--- src/rtl/vrs_pkg.sv ---
// package: constants and carrier types for the reference sequencer
package vrs_pkg;
   // code width and reserved shutdown code
   localparam int unsigned          VRS_CODE_W      = 5;
   localparam logic [4:0]           VRS_CODE_OFF    = 5'h1f;
   localparam logic [4:0]           VRS_CODE_RST    = 5'h1f;
   // reference scale in millivolts
   localparam int unsigned          VRS_REF_TOP_MV  = 1550;
   localparam int unsigned          VRS_STEP_MV     = 25;
   localparam int unsigned          VRS_REF_BOT_MV  = 800;
   // switching clock: 200 kHz derived from 250 MHz system clock
   localparam int unsigned          VRS_CLK_HZ      = 250_000_000;
   localparam int unsigned          VRS_SW_HZ       = 200_000;
   localparam int unsigned          VRS_SW_DIV      = VRS_CLK_HZ / VRS_SW_HZ;
   // stability: code must hold for more than one switching cycle
   localparam logic [1:0]           VRS_STABLE_CNT  = 2'h2;
   // APB register byte offsets
   localparam logic [7:0]           VRS_OFF_CTRL    = 8'h00;
   localparam logic [7:0]           VRS_OFF_STAT    = 8'h04;
   localparam logic [7:0]           VRS_OFF_IRQ_ST  = 8'h08;
   localparam logic [7:0]           VRS_OFF_IRQ_EN  = 8'h0c;
   localparam logic [7:0]           VRS_OFF_IRQ_CLR = 8'h10;
   localparam logic [7:0]           VRS_OFF_SENSE   = 8'h14;
   // control register reset: run enabled
   localparam logic [31:0]          VRS_CTRL_RST    = 32'h0000_0001;
   // window and protection margins around the reference, in mV
   localparam int unsigned          VRS_PG_MARGIN   = 100;
   localparam int unsigned          VRS_OV_MARGIN   = 250;
   localparam int unsigned          VRS_UV_MARGIN   = 300;
   // interrupt bit positions
   localparam int unsigned          VRS_IRQ_DONE    = 0;
   localparam int unsigned          VRS_IRQ_OV      = 1;
   localparam int unsigned          VRS_IRQ_UV      = 2;
   localparam int unsigned          VRS_IRQ_OFF     = 3;
   localparam int unsigned          VRS_IRQ_INH     = 4;
   localparam int unsigned          VRS_IRQ_W       = 5;

   // sequencer states
   typedef enum logic [3:0] {
      VRS_ST_RUN  = 4'b0001,
      VRS_ST_STEP = 4'b0010,
      VRS_ST_OFF  = 4'b0100,
      VRS_ST_FLT  = 4'b1000
   } vrs_state_t;

   // gate drive carrier for both phases
   typedef struct packed {
      logic hs1;
      logic ls1;
      logic hs2;
      logic ls2;
   } vrs_gate_t;

   // reference in millivolts for a code
   function automatic logic [11:0] vrs_code_mv(input logic [4:0] code);
      vrs_code_mv = 12'(VRS_REF_TOP_MV) - 12'(code) * 12'(VRS_STEP_MV);
   endfunction
endpackage

--- src/rtl/vrs_sequencer.sv ---
// reference sequencer with filtering, stepping, power-good and faults
//
// Functional notes
// - identification inputs read zero when grounded, one when floating
// - reference from 5-bit code, 0.800V to 1.550V in 25mV steps
// - all-ones code latches shutdown: drives off, protections off
// - code sampled once per switching cycle
// - new code taken only after stable more than one cycle
// - reference steps one 25mV step per cycle to target
// - code changes ignored while stepping, monitoring resumes after
// - power-good masked while stepping; over/under-voltage stay active
// - window and fault thresholds follow programmed code
// - power-good pulled low when output lies outside window
// - inhibit pin level below threshold stops operation
// - over/under-voltage forces fault pin high, latched until srst
// - over-voltage stops regulation and turns on low-side drives
// - two phases run half a period apart
// - switching clock defaults to 200kHz
module vrs_sequencer #(
   parameter int unsigned SW_DIV = vrs_pkg::VRS_SW_DIV
) (
   // clock and reset
   input  wire logic                clk,
   input  wire logic                srst,
   // apb slave
   input  wire logic                psel,
   input  wire logic                penable,
   input  wire logic                pwrite,
   input  wire logic [7:0]          paddr,
   input  wire logic [31:0]         pwdata,
   output logic      [31:0]         prdata,
   output logic                     pready,
   output logic                     pslverr,
   // identification pins, already pulled up externally
   input  wire logic [4:0]          voltage_id_inputs,
   // output voltage sense from converter, in mV
   input  wire logic [11:0]         sense_mv,
   // shared oscillator/inhibit/fault pin (oe low = drive)
   input  wire logic                osc_inhibit_fault_pin_i,
   output logic                     osc_inhibit_fault_pin_o,
   output logic                     osc_inhibit_fault_pin_oe_n,
   // power-good open collector (oe low = drive low)
   output logic                     power_good_output_o,
   output logic                     power_good_output_oe_n,
   // references and drives
   output logic [4:0]               programmed_reference,
   output vrs_pkg::vrs_gate_t       gate,
   output logic                     phase1_low_side_drive,
   output logic                     phase2_low_side_drive,
   output logic                     no_load_shutdown_mode,
   output logic                     irq
);
   // ==========================================================
   // switching clock divider
   logic [$clog2(SW_DIV)-1:0] div_q;
   logic                      sw_tick;
   logic                      half_tick;
   always_ff @(posedge clk) begin
      if (srst || div_q == ($clog2(SW_DIV))'(SW_DIV - 1)) begin
         div_q <= '0;
      end else begin
         div_q <= div_q + 1'b1;
      end
   end
   assign sw_tick   = (div_q == '0);
   assign half_tick = (div_q == ($clog2(SW_DIV))'(SW_DIV / 2));

   // ==========================================================
   // pin synchronisers: three stages, change taken when 2 and 3 agree
   logic [4:0] vid_s1_q, vid_s2_q, vid_s3_q, vid_q;
   logic [2:0] inh_s_q;
   logic       inh_q;
   // pins read as level, pull-up makes floating a one
   always_ff @(posedge clk) begin
      if (srst) begin
         vid_s1_q <= vrs_pkg::VRS_CODE_RST;
         vid_s2_q <= vrs_pkg::VRS_CODE_RST;
         vid_s3_q <= vrs_pkg::VRS_CODE_RST;
         vid_q    <= vrs_pkg::VRS_CODE_RST;
         inh_s_q  <= 3'h7;
         inh_q    <= 1'b1;
      end else begin
         vid_s1_q <= voltage_id_inputs;
         vid_s2_q <= vid_s1_q;
         vid_s3_q <= vid_s2_q;
         if (vid_s2_q == vid_s3_q) begin
            vid_q <= vid_s3_q;
         end
         inh_s_q <= {inh_s_q[1:0], osc_inhibit_fault_pin_i};
         if (inh_s_q[1] == inh_s_q[2]) begin
            inh_q <= inh_s_q[2];
         end
      end
   end

   // ==========================================================
   // registers visible to software
   logic [31:0] ctrl_q;
   logic [4:0]  irq_st_q, irq_en_q, irq_set;
   logic        run_en;
   assign run_en = ctrl_q[0];

   // ==========================================================
   // sequencer state
   vrs_pkg::vrs_state_t st_q;
   logic [4:0] samp_q;       // last sample taken at a tick
   logic [1:0] stab_q;       // ticks the sample has held
   logic [4:0] tgt_q;
   logic [4:0] ref_q;
   logic       started_q;    // first code taken directly at start
   logic       fault_q;
   logic       ov_q;
   logic       inhibit;
   logic       ov_now, uv_now, pg_in;
   logic [11:0] ref_mv;

   // pin held low means inhibit; fault overrides own drive
   assign inhibit = !inh_q && !fault_q;

   // sample once per cycle, count stable repeats
   always_ff @(posedge clk) begin
      if (srst) begin
         samp_q <= vrs_pkg::VRS_CODE_RST;
         stab_q <= '0;
      end else if (sw_tick) begin
         samp_q <= vid_q;
         if (vid_q != samp_q) begin
            stab_q <= '0;
         end else if (stab_q != vrs_pkg::VRS_STABLE_CNT) begin
            stab_q <= stab_q + 1'b1;
         end
      end
   end

   always_ff @(posedge clk) begin
      if (srst) begin
         st_q      <= vrs_pkg::VRS_ST_RUN;
         tgt_q     <= vrs_pkg::VRS_CODE_RST;
         ref_q     <= vrs_pkg::VRS_CODE_RST;
         started_q <= 1'b0;
         fault_q   <= 1'b0;
         ov_q      <= 1'b0;
      end else if (sw_tick && !inhibit && run_en) begin
         unique case (st_q)
            vrs_pkg::VRS_ST_RUN: begin
               if (started_q && (ov_now || uv_now)) begin
                  st_q    <= vrs_pkg::VRS_ST_FLT;
                  fault_q <= 1'b1;
                  ov_q    <= ov_now;
               end else if (stab_q == vrs_pkg::VRS_STABLE_CNT &&
                            samp_q == vrs_pkg::VRS_CODE_OFF) begin
                  st_q <= vrs_pkg::VRS_ST_OFF;
               end else if (stab_q == vrs_pkg::VRS_STABLE_CNT &&
                            !started_q) begin
                  ref_q     <= samp_q;
                  tgt_q     <= samp_q;
                  started_q <= 1'b1;
               end else if (stab_q == vrs_pkg::VRS_STABLE_CNT &&
                            samp_q != ref_q) begin
                  tgt_q <= samp_q;
                  st_q  <= vrs_pkg::VRS_ST_STEP;
               end
            end
            vrs_pkg::VRS_ST_STEP: begin
               if (ov_now || uv_now) begin
                  st_q    <= vrs_pkg::VRS_ST_FLT;
                  fault_q <= 1'b1;
                  ov_q    <= ov_now;
               end else if (ref_q < tgt_q) begin
                  ref_q <= ref_q + 1'b1;
                  if (ref_q + 1'b1 == tgt_q) st_q <= vrs_pkg::VRS_ST_RUN;
               end else if (ref_q > tgt_q) begin
                  ref_q <= ref_q - 1'b1;
                  if (ref_q - 1'b1 == tgt_q) st_q <= vrs_pkg::VRS_ST_RUN;
               end else begin
                  st_q <= vrs_pkg::VRS_ST_RUN;
               end
            end
            vrs_pkg::VRS_ST_OFF: st_q <= vrs_pkg::VRS_ST_OFF;
            vrs_pkg::VRS_ST_FLT: st_q <= vrs_pkg::VRS_ST_FLT;
         endcase
      end
   end

   assign ref_mv = vrs_pkg::vrs_code_mv(ref_q);
   assign ov_now = sense_mv > ref_mv + 12'(vrs_pkg::VRS_OV_MARGIN);
   assign uv_now = sense_mv + 12'(vrs_pkg::VRS_UV_MARGIN) < ref_mv;
   assign pg_in  = (sense_mv <= ref_mv + 12'(vrs_pkg::VRS_PG_MARGIN)) &&
                   (sense_mv + 12'(vrs_pkg::VRS_PG_MARGIN) >= ref_mv);

   // ==========================================================
   // outputs: gates, power-good, fault pin
   logic       active;
   logic       pg_q;
   logic       ph1_q, ph2_q;
   vrs_pkg::vrs_gate_t gate_q;
   assign active = started_q && run_en && !inhibit &&
                   st_q inside {vrs_pkg::VRS_ST_RUN, vrs_pkg::VRS_ST_STEP};

   // phase 2 turns on half a period after phase 1
   always_ff @(posedge clk) begin
      if (srst) begin
         ph1_q <= 1'b0;
         ph2_q <= 1'b0;
      end else begin
         if (sw_tick)   ph1_q <= 1'b1;
         if (half_tick) ph1_q <= 1'b0;
         if (half_tick) ph2_q <= 1'b1;
         if (sw_tick)   ph2_q <= 1'b0;
      end
   end

   // over-voltage crowbar; and inhibit turn all off
   always_ff @(posedge clk) begin
      if (srst) begin
         gate_q <= '0;
         pg_q   <= 1'b0;
      end else begin
         if (fault_q && ov_q) begin
            gate_q <= '{hs1: 1'b0, ls1: 1'b1, hs2: 1'b0, ls2: 1'b1};
         end else if (active) begin
            gate_q <= '{hs1: ph1_q, ls1: !ph1_q, hs2: ph2_q, ls2: !ph2_q};
         end else begin
            gate_q <= '0;
         end
         // masked while stepping, low outside window
         pg_q <= active && st_q == vrs_pkg::VRS_ST_RUN && pg_in;
      end
   end

   assign gate                  = gate_q;
   assign phase1_low_side_drive = gate_q.ls1;
   assign phase2_low_side_drive = gate_q.ls2;
   assign programmed_reference  = ref_q;
   assign no_load_shutdown_mode = (st_q == vrs_pkg::VRS_ST_OFF);
   // open collector: drive low unless good
   assign power_good_output_o    = 1'b0;
   assign power_good_output_oe_n = pg_q;
   // fault pin driven high while latched
   assign osc_inhibit_fault_pin_o    = 1'b1;
   assign osc_inhibit_fault_pin_oe_n = !fault_q;

   // ==========================================================
   // interrupt events
   logic st_step_prev_q, inh_prev_q;
   always_ff @(posedge clk) begin
      if (srst) begin
         st_step_prev_q <= 1'b0;
         inh_prev_q     <= 1'b0;
      end else begin
         st_step_prev_q <= (st_q == vrs_pkg::VRS_ST_STEP);
         inh_prev_q     <= inhibit;
      end
   end
   always_comb begin
      irq_set = '0;
      irq_set[vrs_pkg::VRS_IRQ_DONE] = st_step_prev_q &&
                                       st_q == vrs_pkg::VRS_ST_RUN;
      irq_set[vrs_pkg::VRS_IRQ_OV]  = fault_q && ov_q;
      irq_set[vrs_pkg::VRS_IRQ_UV]  = fault_q && !ov_q;
      irq_set[vrs_pkg::VRS_IRQ_OFF] = no_load_shutdown_mode;
      irq_set[vrs_pkg::VRS_IRQ_INH] = inhibit && !inh_prev_q;
   end

   // ==========================================================
   // apb slave, zero wait states
   logic wr_en, rd_en;
   assign wr_en   = psel && penable && pwrite;
   assign rd_en   = psel && !pwrite;
   assign pready  = 1'b1;
   assign pslverr = 1'b0;

   // control, enable and sticky status; set wins over clear
   always_ff @(posedge clk) begin
      if (srst) begin
         ctrl_q   <= vrs_pkg::VRS_CTRL_RST;
         irq_en_q <= '0;
         irq_st_q <= '0;
      end else begin
         if (wr_en && paddr == vrs_pkg::VRS_OFF_CTRL) ctrl_q <= pwdata;
         if (wr_en && paddr == vrs_pkg::VRS_OFF_IRQ_EN)
            irq_en_q <= pwdata[4:0];
         if (wr_en && paddr == vrs_pkg::VRS_OFF_IRQ_CLR)
            irq_st_q <= (irq_st_q & ~pwdata[4:0]) | irq_set;
         else
            irq_st_q <= irq_st_q | irq_set;
      end
   end

   // read data registered during setup, valid in access phase
   always_ff @(posedge clk) begin
      if (srst) begin
         prdata <= '0;
      end else if (rd_en && !penable) begin
         unique case (paddr)
            vrs_pkg::VRS_OFF_CTRL:   prdata <= {31'h0, ctrl_q[0]};
            vrs_pkg::VRS_OFF_STAT:   prdata <= {16'h0, st_q, tgt_q,
                                                 ref_q, pg_q, fault_q};
            vrs_pkg::VRS_OFF_IRQ_ST: prdata <= {27'h0, irq_st_q};
            vrs_pkg::VRS_OFF_IRQ_EN: prdata <= {27'h0, irq_en_q};
            vrs_pkg::VRS_OFF_SENSE:  prdata <= {20'h0, sense_mv};
            default:                 prdata <= '0;
         endcase
      end
   end

   assign irq = |(irq_st_q & irq_en_q);

   // ==========================================================
   // assertions
   // once started, reference moves at most one step per cycle
   a_ref_one_step: assert property (@(posedge clk) disable iff (srst)
      $changed(ref_q) && $past(started_q) |->
         (ref_q == $past(ref_q) + 5'h01 || ref_q == $past(ref_q) - 5'h01))
      else $error("reference jumped more than one step");
   a_pg_masked: assert property (@(posedge clk) disable iff (srst)
      st_q == vrs_pkg::VRS_ST_STEP |=> !pg_q)
      else $error("power-good active during step");
   a_fault_latch: assert property (@(posedge clk) disable iff (srst)
      fault_q |=> fault_q && !osc_inhibit_fault_pin_oe_n)
      else $error("fault cleared");
   a_ov_crowbar: assert property (@(posedge clk) disable iff (srst)
      fault_q && ov_q |=> gate_q.ls1 && gate_q.ls2 && !gate_q.hs1)
      else $error("crowbar not applied");
   a_off_drives: assert property (@(posedge clk) disable iff (srst)
      no_load_shutdown_mode |=> gate_q == '0)
      else $error("drives on in shutdown");
   a_phase_apart: assert property (@(posedge clk) disable iff (srst)
      !(gate_q.hs1 && gate_q.hs2))
      else $error("both high sides on");
   a_tgt_hold: assert property (@(posedge clk) disable iff (srst)
      st_q == vrs_pkg::VRS_ST_STEP && $past(st_q) == vrs_pkg::VRS_ST_STEP
      |-> $stable(tgt_q))
      else $error("target changed mid step");
   a_inh_off: assert property (@(posedge clk) disable iff (srst)
      inhibit && !fault_q |=> gate_q == '0)
      else $error("drives on in inhibit");
   // reference only moves on a switching tick
   a_tick_paced: assert property (@(posedge clk) disable iff (srst)
      !sw_tick |=> $stable(ref_q))
      else $error("reference moved between ticks");
   // target only taken from a settled code
   a_take_stable: assert property (@(posedge clk) disable iff (srst)
      sw_tick && st_q == vrs_pkg::VRS_ST_RUN &&
      stab_q != vrs_pkg::VRS_STABLE_CNT |=> $stable(tgt_q))
      else $error("unsettled code taken as target");
   // power-good pulled low outside the window
   a_pg_window: assert property (@(posedge clk) disable iff (srst)
      !pg_in |=> !power_good_output_oe_n)
      else $error("power-good released outside window");
   a_inh_freeze: assert property (@(posedge clk) disable iff (srst)
      inhibit |=> $stable(st_q) && $stable(ref_q))
      else $error("sequencer moved in inhibit");
   // shutdown stays latched with protections off
   a_off_latch: assert property (@(posedge clk) disable iff (srst)
      no_load_shutdown_mode |=> no_load_shutdown_mode && !fault_q)
      else $error("shutdown not held");
endmodule // vrs_sequencer

--- config.mk ---
export PLATFORM = sky130hd
export DESIGN_NAME = vrs_sequencer
export DESIGN_NICKNAME = d
export VERILOG_FILES = /design/src/rtl/vrs_pkg.sv /design/src/rtl/vrs_sequencer.sv
export SDC_FILE = /design/constraint.sdc
export NUM_CORES = 1
export LEC_CHECK = 0
export BUFFER_PORTS_ARGS = -buffer_cell sky130_fd_sc_hd__buf_4
export CAP_MARGIN = 40
export CELL_PAD_IN_SITES_DETAIL_PLACEMENT = 2
export CELL_PAD_IN_SITES_GLOBAL_PLACEMENT = 2
export CORE_MARGIN = 2
export CORE_UTILIZATION = 38
export CTS_BUF_LIST = sky130_fd_sc_hd__clkbuf_4
export CTS_CLUSTER_DIAMETER = 50
export CTS_CLUSTER_SIZE = 10
export DETAILED_ROUTE_END_ITERATION = 10
export PLACE_DENSITY = 0.95
export SYNTH_ARGS = -nofsm -noshare
export SYNTH_HDL_FRONTEND = slang
export SYNTH_SLANG_ARGS = --single-unit
--- constraint.sdc ---
create_clock -name clk -period 11.1 [get_ports clk]
set_input_delay 2.22 -clock clk [delete_from_list [all_inputs] [get_ports clk]]
set_output_delay 2.22 -clock clk [all_outputs]
set_load 0.05 [all_outputs]
; Yosys cells after proc, flatten, opt, wreduce, memory -nomap -nowiden
; Cells that the tools add are included.
; Widths: inputs -> output; s select.
[totals]
elab_cells = 165
inputBits = 63
register_bits = 111
[classes]
n_lt_le_gt_ge = 6
bitwise = 8
n_mux = 31
n_eq_ne = 31
reduce_logical = 51
n_addsub = 9
multipliers = 1
[op_table]
columns = operator, count
row1 = $pmux 16 s5, 1
row2 = $mux 5, 9
row3 = $mux 4, 9
row4 = $add 12x7->12 const B, 2
row5 = $logic_and 1x1->1, 24
row6 = $eq 8x4->1 const B, 2
row7 = $eq 8x5->1 const B, 2
row8 = $pmux 4 s4, 1
row9 = $eq 5x5->1, 3
row10 = $reduce_and 5->1, 3
row11 = $ne 2x2->1 const B, 7
row12 = $add 12x8->12 const B, 1
row13 = $add 12x9->12 const B, 1
row14 = $ge 12x12->1, 1
row15 = $gt 12x12->1, 1
row16 = $le 12x12->1, 1
row17 = $lt 12x12->1, 1
row18 = $ne 4x4->1 const B, 3
row19 = $sub 11x10->12 const A, 1
row20 = $add 11x1->11 const B, 1
row21 = $eq 11x10->1 const B, 1
row22 = $eq 11x11->1 const B, 1
row23 = $logic_not 11->1, 1
row24 = $and 5x5->5, 2
row25 = 35 further kinds, 58

; Logic depth before layout (Yosys ltp)
; Gate-level depths: netlist (run 1).
[logic_depth]
depth_word = 8
mapped_depth = 25
depth_no_buf = 23

; Worst setup path after synthesis (run 1)
; Ideal clock, no wire load.
[synth_path]
path_kind = register to register
from = register ref_q[0] (netlist: programmed_reference[0])
to = register ref_q[0] (netlist: programmed_reference[0])
setup_ns = 0.120
slack_ns = 5.081
arrival_ns = 5.900
path_buffers = 2
synth_period_minus_slack_ns = 6.019
required_time_ns = 10.980
path_stages_with_launch = 24
path_cell_list = dfxtp_1 > clkbuf_1 > inv_1 > ha_1 > ha_1 > fa_1 > inv_1 > ha_1 > nor2b_1 > o21ai_0 > a21boi_0 > o31a_1 > a21oi_1 > a21boi_0 > xnor2_1 > ha_1 > a211o_1 > a21oi_1 > o211ai_1 > a22o_1 > o32a_1 > buf_6 > a21o_1 > a211o_1
[synth_via]
elab_chain_len = 8
[synth_lines]
columns = item, line
row1 = "start, declared", vrs_sequencer.sv:109  ; logic [4:0] ref_q;
row2 = "start signal, assigned", vrs_sequencer.sv:139  ; ref_q <= vrs_pkg::VRS_CODE_RST;
row3 = "start signal, assigned", vrs_sequencer.sv:155  ; ref_q <= samp_q;
row4 = "start signal, assigned", vrs_sequencer.sv:170  ; ref_q <= ref_q + 1'b1;
row5 = $mul 5x5->10, vrs_pkg.sv:56  ; vrs_code_mv = 12'(VRS_REF_TOP_MV) - 12'(code) * 12'(VRS_STEP_MV);
row6 = $sub 11x10->12, vrs_pkg.sv:56
row7 = $add 12x8->12, vrs_sequencer.sv:186  ; assign ov_now = sense_mv > ref_mv + 12'(vrs_pkg::VRS_OV_MARGIN);
row8 = $gt 12x12->1, vrs_sequencer.sv:186
row9 = $logic_or 1x1->1, "vrs_sequencer.sv:146, vrs_sequencer.sv:165"
row10 = $logic_and 1x1->1, vrs_sequencer.sv:146  ; if (started_q && (ov_now || uv_now)) begin
row11 = $ne 2x2->1 (no line), n/a
row12 = $reduce_and 7->1 (no line), n/a
; Parallel ways exist; a longest one is shown, timed or not. The select of a mux whose other input is x is not followed.
; A chain may end at the register's enable or synchronous reset.

; Final worst setup path (run 1)
; Same ends and word-level chain as after synthesis.

==> results of run 1 <==
## layout by cell type (no fill, tap or decap), types with 9 or more instances in the layout
| master | synthesis | routed |
|---|---|---|
| xor2_1 | 27 | 27 |
| o21ai_0 | 31 | 31 |
| nor2b_1 | 17 | 17 |
| clkbuf_4 | 0 | 9 |
| buf_4 | 29 | 66 |
| xnor2_1 | 44 | 44 |
| or2_2 | 18 | 18 |
| nor2_1 | 65 | 65 |
| nand2_1 | 48 | 48 |
| nand4_1 | 9 | 9 |
| nand3b_1 | 9 | 9 |
| dfxtp_1 | 95 | 95 |
| a22oi_1 | 9 | 9 |
| nor3_1 | 23 | 23 |
| inv_1 | 66 | 66 |
| a211o_1 | 12 | 12 |
| a21oi_1 | 40 | 40 |
| a22o_1 | 12 | 12 |
| ha_1 | 80 | 80 |
| conb_1 | 2 | 20 |
| nand3_1 | 30 | 30 |
## metal layers
| layer | GRT usage | vias to the layer above |
|---|---|---|
| li1 | - | 2911 |
| met1 | 0.286 | 3214 |
| met2 | 0.458 | 159 |
| met3 | 0.0449 | 51 |
| met4 | 0.0920 | 0 |
| met5 | 0 | - |
## path summary, 6_finish.rpt
check,cells after the start,endpoint,slack (ns),from
worst max-delay path,21,programmed_reference[0],4.11,programmed_reference[0]
worst min register to register,1,vid_s2_q[0],0.43,vid_s1_q[0]
worst max register to register,21,programmed_reference[0],4.11,programmed_reference[0]
worst min-delay path,1,vid_s2_q[0],0.43,vid_s1_q[0]
## power groups by stage
| stage | Sequential (mW) | Combinational (mW) | Clock (mW) |
|---|---|---|---|
| 2_1_floorplan | 0.375 | 0.162 | 0 |
| 3_3_place_gp | 0.379 | 0.200 | 0 |
| 3_5_place_dp | 0.382 | 0.222 | 0 |
| 4_1_cts | 0.375 | 0.227 | 0.200 |
| 5_1_grt | 0.378 | 0.250 | 0.212 |
| 6_report | 0.376 | 0.228 | 0.195 |
## layout make-up
class	count	area, sq um
clock buffers	9	67.6
clock inverters	7	63.8
fillers	2044	10400
inverters	66	248
multi-input cells	624	4470
flip-flops and latches	95	1900
well taps	229	287
repair buffers	68	505
## logic make-up (layout without fill, tap and decap cells)
| kind of cell | after synthesis | after routing | share of synthesized area |
|---|---|---|---|
| muxes | 11 | 11 | 0.0185 |
| buffers and inverters | 121 | 150 | 0.0845 |
| DFF | 95 | 95 | 0.276 |
| other | 2 | 20 | 0.00109 |
| xor gates and xnor gates | 71 | 71 | 0.0903 |
| adders and majority gates | 82 | 82 | 0.151 |
| AOI/OAI and AO/OA | 170 | 170 | 0.171 |
| and+or+nand+nor | 270 | 270 | 0.208 |
## metrics by stage
step | total power [mW] | area (sq um)
6_report | 0.799 | 7540
5_1_grt | 0.841 | 7540
4_1_cts | 0.803 | 7540
3_5_place_dp | 0.603 | 7410
3_3_place_gp | 0.579 | 7400
2_1_floorplan | 0.538 | 6950
## critical path: cells and delay by family, from the launching register on
| kind | cells | cell delay [ns] |
|---|---|---|
| compound gates | 9 | 2.72 |
| fa+ha+maj | 5 | 1.96 |
| xor+xnor | 2 | 0.77 |
| flops | 1 | 0.75 |
| simple gates | 3 | 0.48 |
| buf+inv | 2 | 0.22 |
==> results_dict.tcl, run 1 <==
set metrics [dict create \
    outcome "finished clean" \
    fin_setup_tns_ns 0 \
    port_buffers 66 \
    cp.arrival_ns 7.41 \
    diodes 0 \
    yosysSeqAreaShare 0.276 \
    rows 49 \
    power_switching_uw 310 \
    core_area_sq_um 17900 \
    drc_errors 0 \
    min_path_type "register to register" \
    avgSynthCellArea_sq_um 8.38 \
    ys_async_sr_fraction 0 \
    switching_share 0.389 \
    start_util 0.385 \
    hold_viol 0 \
    highest_layer "met4" \
    yosys-top-cells-area "dfxtp_1, ha_1, xnor2_1" \
    die_y_um 139 \
    p_per_area_nw_per_um2 106 \
    wire_per_inst_um 21.9 \
    final-instance-count-excl-fill 1098 \
    top_regs "prdata x16, div_q x11" \
    overflow 0 \
    synth_cell_types 76 \
    worst_ir_drop_vdd_v 0.0000646 \
    regMostFlops "prdata" \
    yosysTopAreaCellShare 0.276 \
    combinationalPowerShare 0.285 \
    slew-limit-headroom 0.378 \
    setup_viol 0 \
    ant_nets 0 \
    yosysWarnings 0 \
    met1_length_mm 9.78 \
    drtPass1Iterations 5 \
    cts.sinks 95 \
    finalCriticalPeriod_ns 6.99 \
    hpwl_mm 17.8 \
    finalCritPeriodShare 0.630 \
    synth_cells 822 \
    nets 1009 \
    critical-path-top-cell-by-count "ha_1" \
    p_leak_nw 3.33 \
    p_clk_frac 0.244 \
    synthFlopType "dfxtp_1" \
    cpMaxStageDelayCell "dfxtp_1" \
    dr_wl_met2_mm 12.6 \
    drt-total-wl_mm 24.0 \
    crit_type "register to register" \
    dr_wl_met3_um 838 \
    end_kind "register" \
    cap_violations 0 \
    grt_pass1_vias 6971 \
    ys_seq_elements 95 \
    drive_gt1_frac 0.140 \
    crit_chain "inv_1, ha_1, ha_1, fa_1, inv_1, ha_1, nor2b_1, o21ai_0, nand2_1, xor2_1, nor3_1, a21boi_0, xnor2_1, ha_1, a211o_1, a21oi_1, a21oi_1, a22o_1, o32a_1, a21o_1, a211o_1" \
    p_seq_frac 0.471 \
    drv_slew 0 \
    h-tree-depth 3 \
    num_vias 6335 \
    viasPerCell 5.77 \
    place_ws_ns 4.14 \
    synth_most_common_cell "dfxtp_1" \
    synth_edf_count 0 \
    largest_reg_flops 16 \
    worst_pin_slew_ns 0.929 \
    drt_iter0_drc 295 \
    critPathMaxStageDelay_ns 0.75 \
    dp.cells 1082 \
    ys_top_cells_by_count "dfxtp_1, ha_1, inv_1, nor2_1, nand2_1" \
    ctsLongestPathBuffers 2 \
    syn_to_final_growth_pct 9.54 \
    yosysTopAreaCell "dfxtp_1" \
    clkTransAtPathRegs_ns 0.19 \
    antenna_found_initial 0 \
    cts_resized 0 \
    gp_congestion 0.815 \
    maxClockFrequency_mhz 143 \
    required_ns 11.52 \
    final_core_util 0.421 \
    start_kind "register" \
    dieArea_sq_um 19200 \
    finClkSkew_ns 0.0332 \
    worst-path-max-fanout 11 \
    grt_max_degree 85 \
    grt_pass1_wl_mm 38.4 \
    netlist_area_sq_um 6890 \
    grt_setup_unrepaired "no" \
    cts_setup_buffers 0 \
    internal_power_uw 489 \
    whs_ns 0.435 \
    io_pins 114 \
    setup_ws_ns 4.11 \
    numCtsBuffers 9 \
    root_buffer "clkbuf_4" \
    cts_tree "yes" \
    grt_use_total 0.248 \
    die_w_um 139 \
    worstSkewPairLatency_ns 0.50 \
    ctsHoldBuffers 0 \
]
(Power assumes the default switching activity.)
==> run 2: changes to the inputs <==
--- a/config.mk
+++ b/config.mk
@@ -10,7 +10,7 @@
 export CELL_PAD_IN_SITES_DETAIL_PLACEMENT = 2
 export CELL_PAD_IN_SITES_GLOBAL_PLACEMENT = 2
 export CORE_MARGIN = 2
-export CORE_UTILIZATION = 38
+export CORE_UTILIZATION = 35
 export CTS_BUF_LIST = sky130_fd_sc_hd__clkbuf_4
 export CTS_CLUSTER_DIAMETER = 50
 export CTS_CLUSTER_SIZE = 10
==> constraint.sdc (replaced) <==
create_clock -name clk -period 7.15 [get_ports clk]
set_input_delay 1.43 -clock clk [delete_from_list [all_inputs] [get_ports clk]]
set_output_delay 1.43 -clock clk [all_outputs]
set_load 0.05 [all_outputs]
==> run 2 against run 1 <==
Final cell count is 3.8% higher. Global-route usage is 1.3 points lower. Wire length is 0.55% lower. Worst setup slack worse by 3.2 ns. Critical path depth stayed put. Count of clock-buffer cells in the layout is 1 higher. Via count is 0.44% lower. Flip-flop and latch count stayed put. Largest cell class unchanged. Highest routed layer unchanged.
==> results_dict.tcl, run 2 (synthesis gave the netlist of run 1 again) <==
set metrics [dict create \
    numCtsBuffers 9 \
    worstSkewPairLatency_ns 0.49 \
    cts_setup_buffers 0 \
    maxClockFrequency_mhz 159 \
    worst_ir_drop_vdd_v 0.000121 \
    rows 51 \
    start_kind "register" \
    fin_setup_tns_ns 0 \
    core_area_sq_um 19400 \
    grt_setup_unrepaired "no" \
    crit_type "register to register" \
    final-instance-count-excl-fill 1140 \
    drt-total-wl_mm 23.9 \
    grt_max_degree 85 \
    drt_iter0_drc 271 \
    seqCellArea_sq_um 1900 \
    regMostFlops "prdata" \
    worst-path-max-fanout 9 \
    io_pins 114 \
    diodes 0 \
    nets 1015 \
    multi_input_area_sq_um 4470 \
    antenna_found_initial 0 \
    finClkSkew_ns 0.0239 \
    final_common_cell "dfxtp_1" \
    drv_slew 0 \
    dieArea_sq_um 20800 \
    grt_pass1_vias 7018 \
    dp.cells 1124 \
    worst_pin_slew_ns 0.862 \
    cts_resized 0 \
    fillers 2265 \
    p_per_area_nw_per_um2 159 \
    setup_viol 0 \
    cts_tree "yes" \
    cap_violations 0 \
    die_w_um 144 \
    hpwl_mm 18.5 \
    overflow 0 \
    required_ns 7.55 \
    grt_use_total 0.235 \
    viasPerCell 5.53 \
    gp_congestion 0.814 \
    start_util 0.355 \
    top_regs "prdata x16, div_q x11" \
    syn_to_final_growth_pct 10.7 \
    ant_nets 0 \
    final_cell_mix "dfxtp_1, ha_1, buf_4" \
    outcome "finished clean" \
    hold_viol 0 \
    finalCriticalPeriod_ns 6.28 \
    num_vias 6307 \
    root_buffer "clkbuf_4" \
    wire_per_inst_um 20.9 \
    ctsHoldBuffers 0 \
    largest_reg_flops 16 \
    port_buffers 66 \
    drc_errors 0 \
    grt_pass1_wl_mm 37.5 \
    ctsLongestPathBuffers 2 \
    finalCritPeriodShare 0.879 \
    die_y_um 144 \
    p_leak_nw 3.36 \
    drtPass1Iterations 5 \
    drive_gt1_frac 0.146 \
    cp.arrival_ns 6.68 \
    cts.sinks 95 \
    min_path_type "register to register" \
    slew-limit-headroom 0.425 \
    r2r_slack_ns 0.87 \
    end_kind "register" \
    clkTransAtPathRegs_ns 0.15 \
    h-tree-depth 3 \
]
[run 2: stage by stage]
step | instance area, sq um | utilization | worst slack (ns) | hold slack (ns) | power (mW)
after floorplan | 6950 | - | 1.13 | 0.389 | 0.835
after global routing | 7620 | 0.393 | 0.473 | 0.460 | 1.28
after global placement | 7490 | 0.386 | 1.21 | 0.393 | 0.901
final | 7620 | 0.393 | 0.868 | 0.432 | 1.21
after detailed placement | 7500 | 0.387 | 0.956 | 0.399 | 0.937
after CTS | 7620 | 0.393 | 0.921 | 0.436 | 1.22
[run 2: per-layer routing]
metal,track usage,vias to the layer above,share of wire
li1,-,2927,-
met1,0.257,3127,0.39
met2,0.427,182,0.52
met3,0.0510,71,0.047
met4,0.119,0,0.041
met5,0,-,0
[run 2: power breakdown]
part           internal, mW  switching [mW]  leakage (nW)  total, mW
sequential            0.551          0.0304         0.773      0.581
clock                0.0787           0.198        0.0729      0.276
combinational         0.129           0.222          2.51      0.352
total                 0.759           0.450          3.36       1.21
[run 2: critical path, cell delays in order (launching register included)]
cell and delay [ns]:
dfxtp_1 0.37, inv_1 0.09, ha_1 0.41, ha_1 0.34, fa_1 0.54, inv_1 0.05, ha_1 0.34, nor2b_1 0.16
o21ai_0 0.19, a21boi_0 0.20, o31a_1 0.31, a21oi_1 0.45, a21boi_0 0.37, xnor2_1 0.16, ha_1 0.27, a211o_1 0.29
a21oi_1 0.21, o211ai_1 0.19, a22o_1 0.27, o32a_1 0.49, or2_0 0.30, a21o_1 0.20
[run 2: final cells by class]
class,count,share of cell area
Multi-Input combinational cell,624,0.587
Sequential cell,95,0.250
Timing Repair Buffer,74,0.0722
Tap cell,265,0.0435
Inverter,66,0.0325
Clock buffer,10,0.00985
Clock inverter,6,0.00575
[run 2: path summary, 6_finish.rpt]
kind                                 from                       to  depth (start not counted)
setup / recovery  programmed_reference[0]  programmed_reference[4]                         21
hold / removal                vid_s1_q[1]              vid_s2_q[1]                          1
setup reg to reg  programmed_reference[0]  programmed_reference[4]                         21
hold reg to reg               vid_s1_q[1]              vid_s2_q[1]                          1
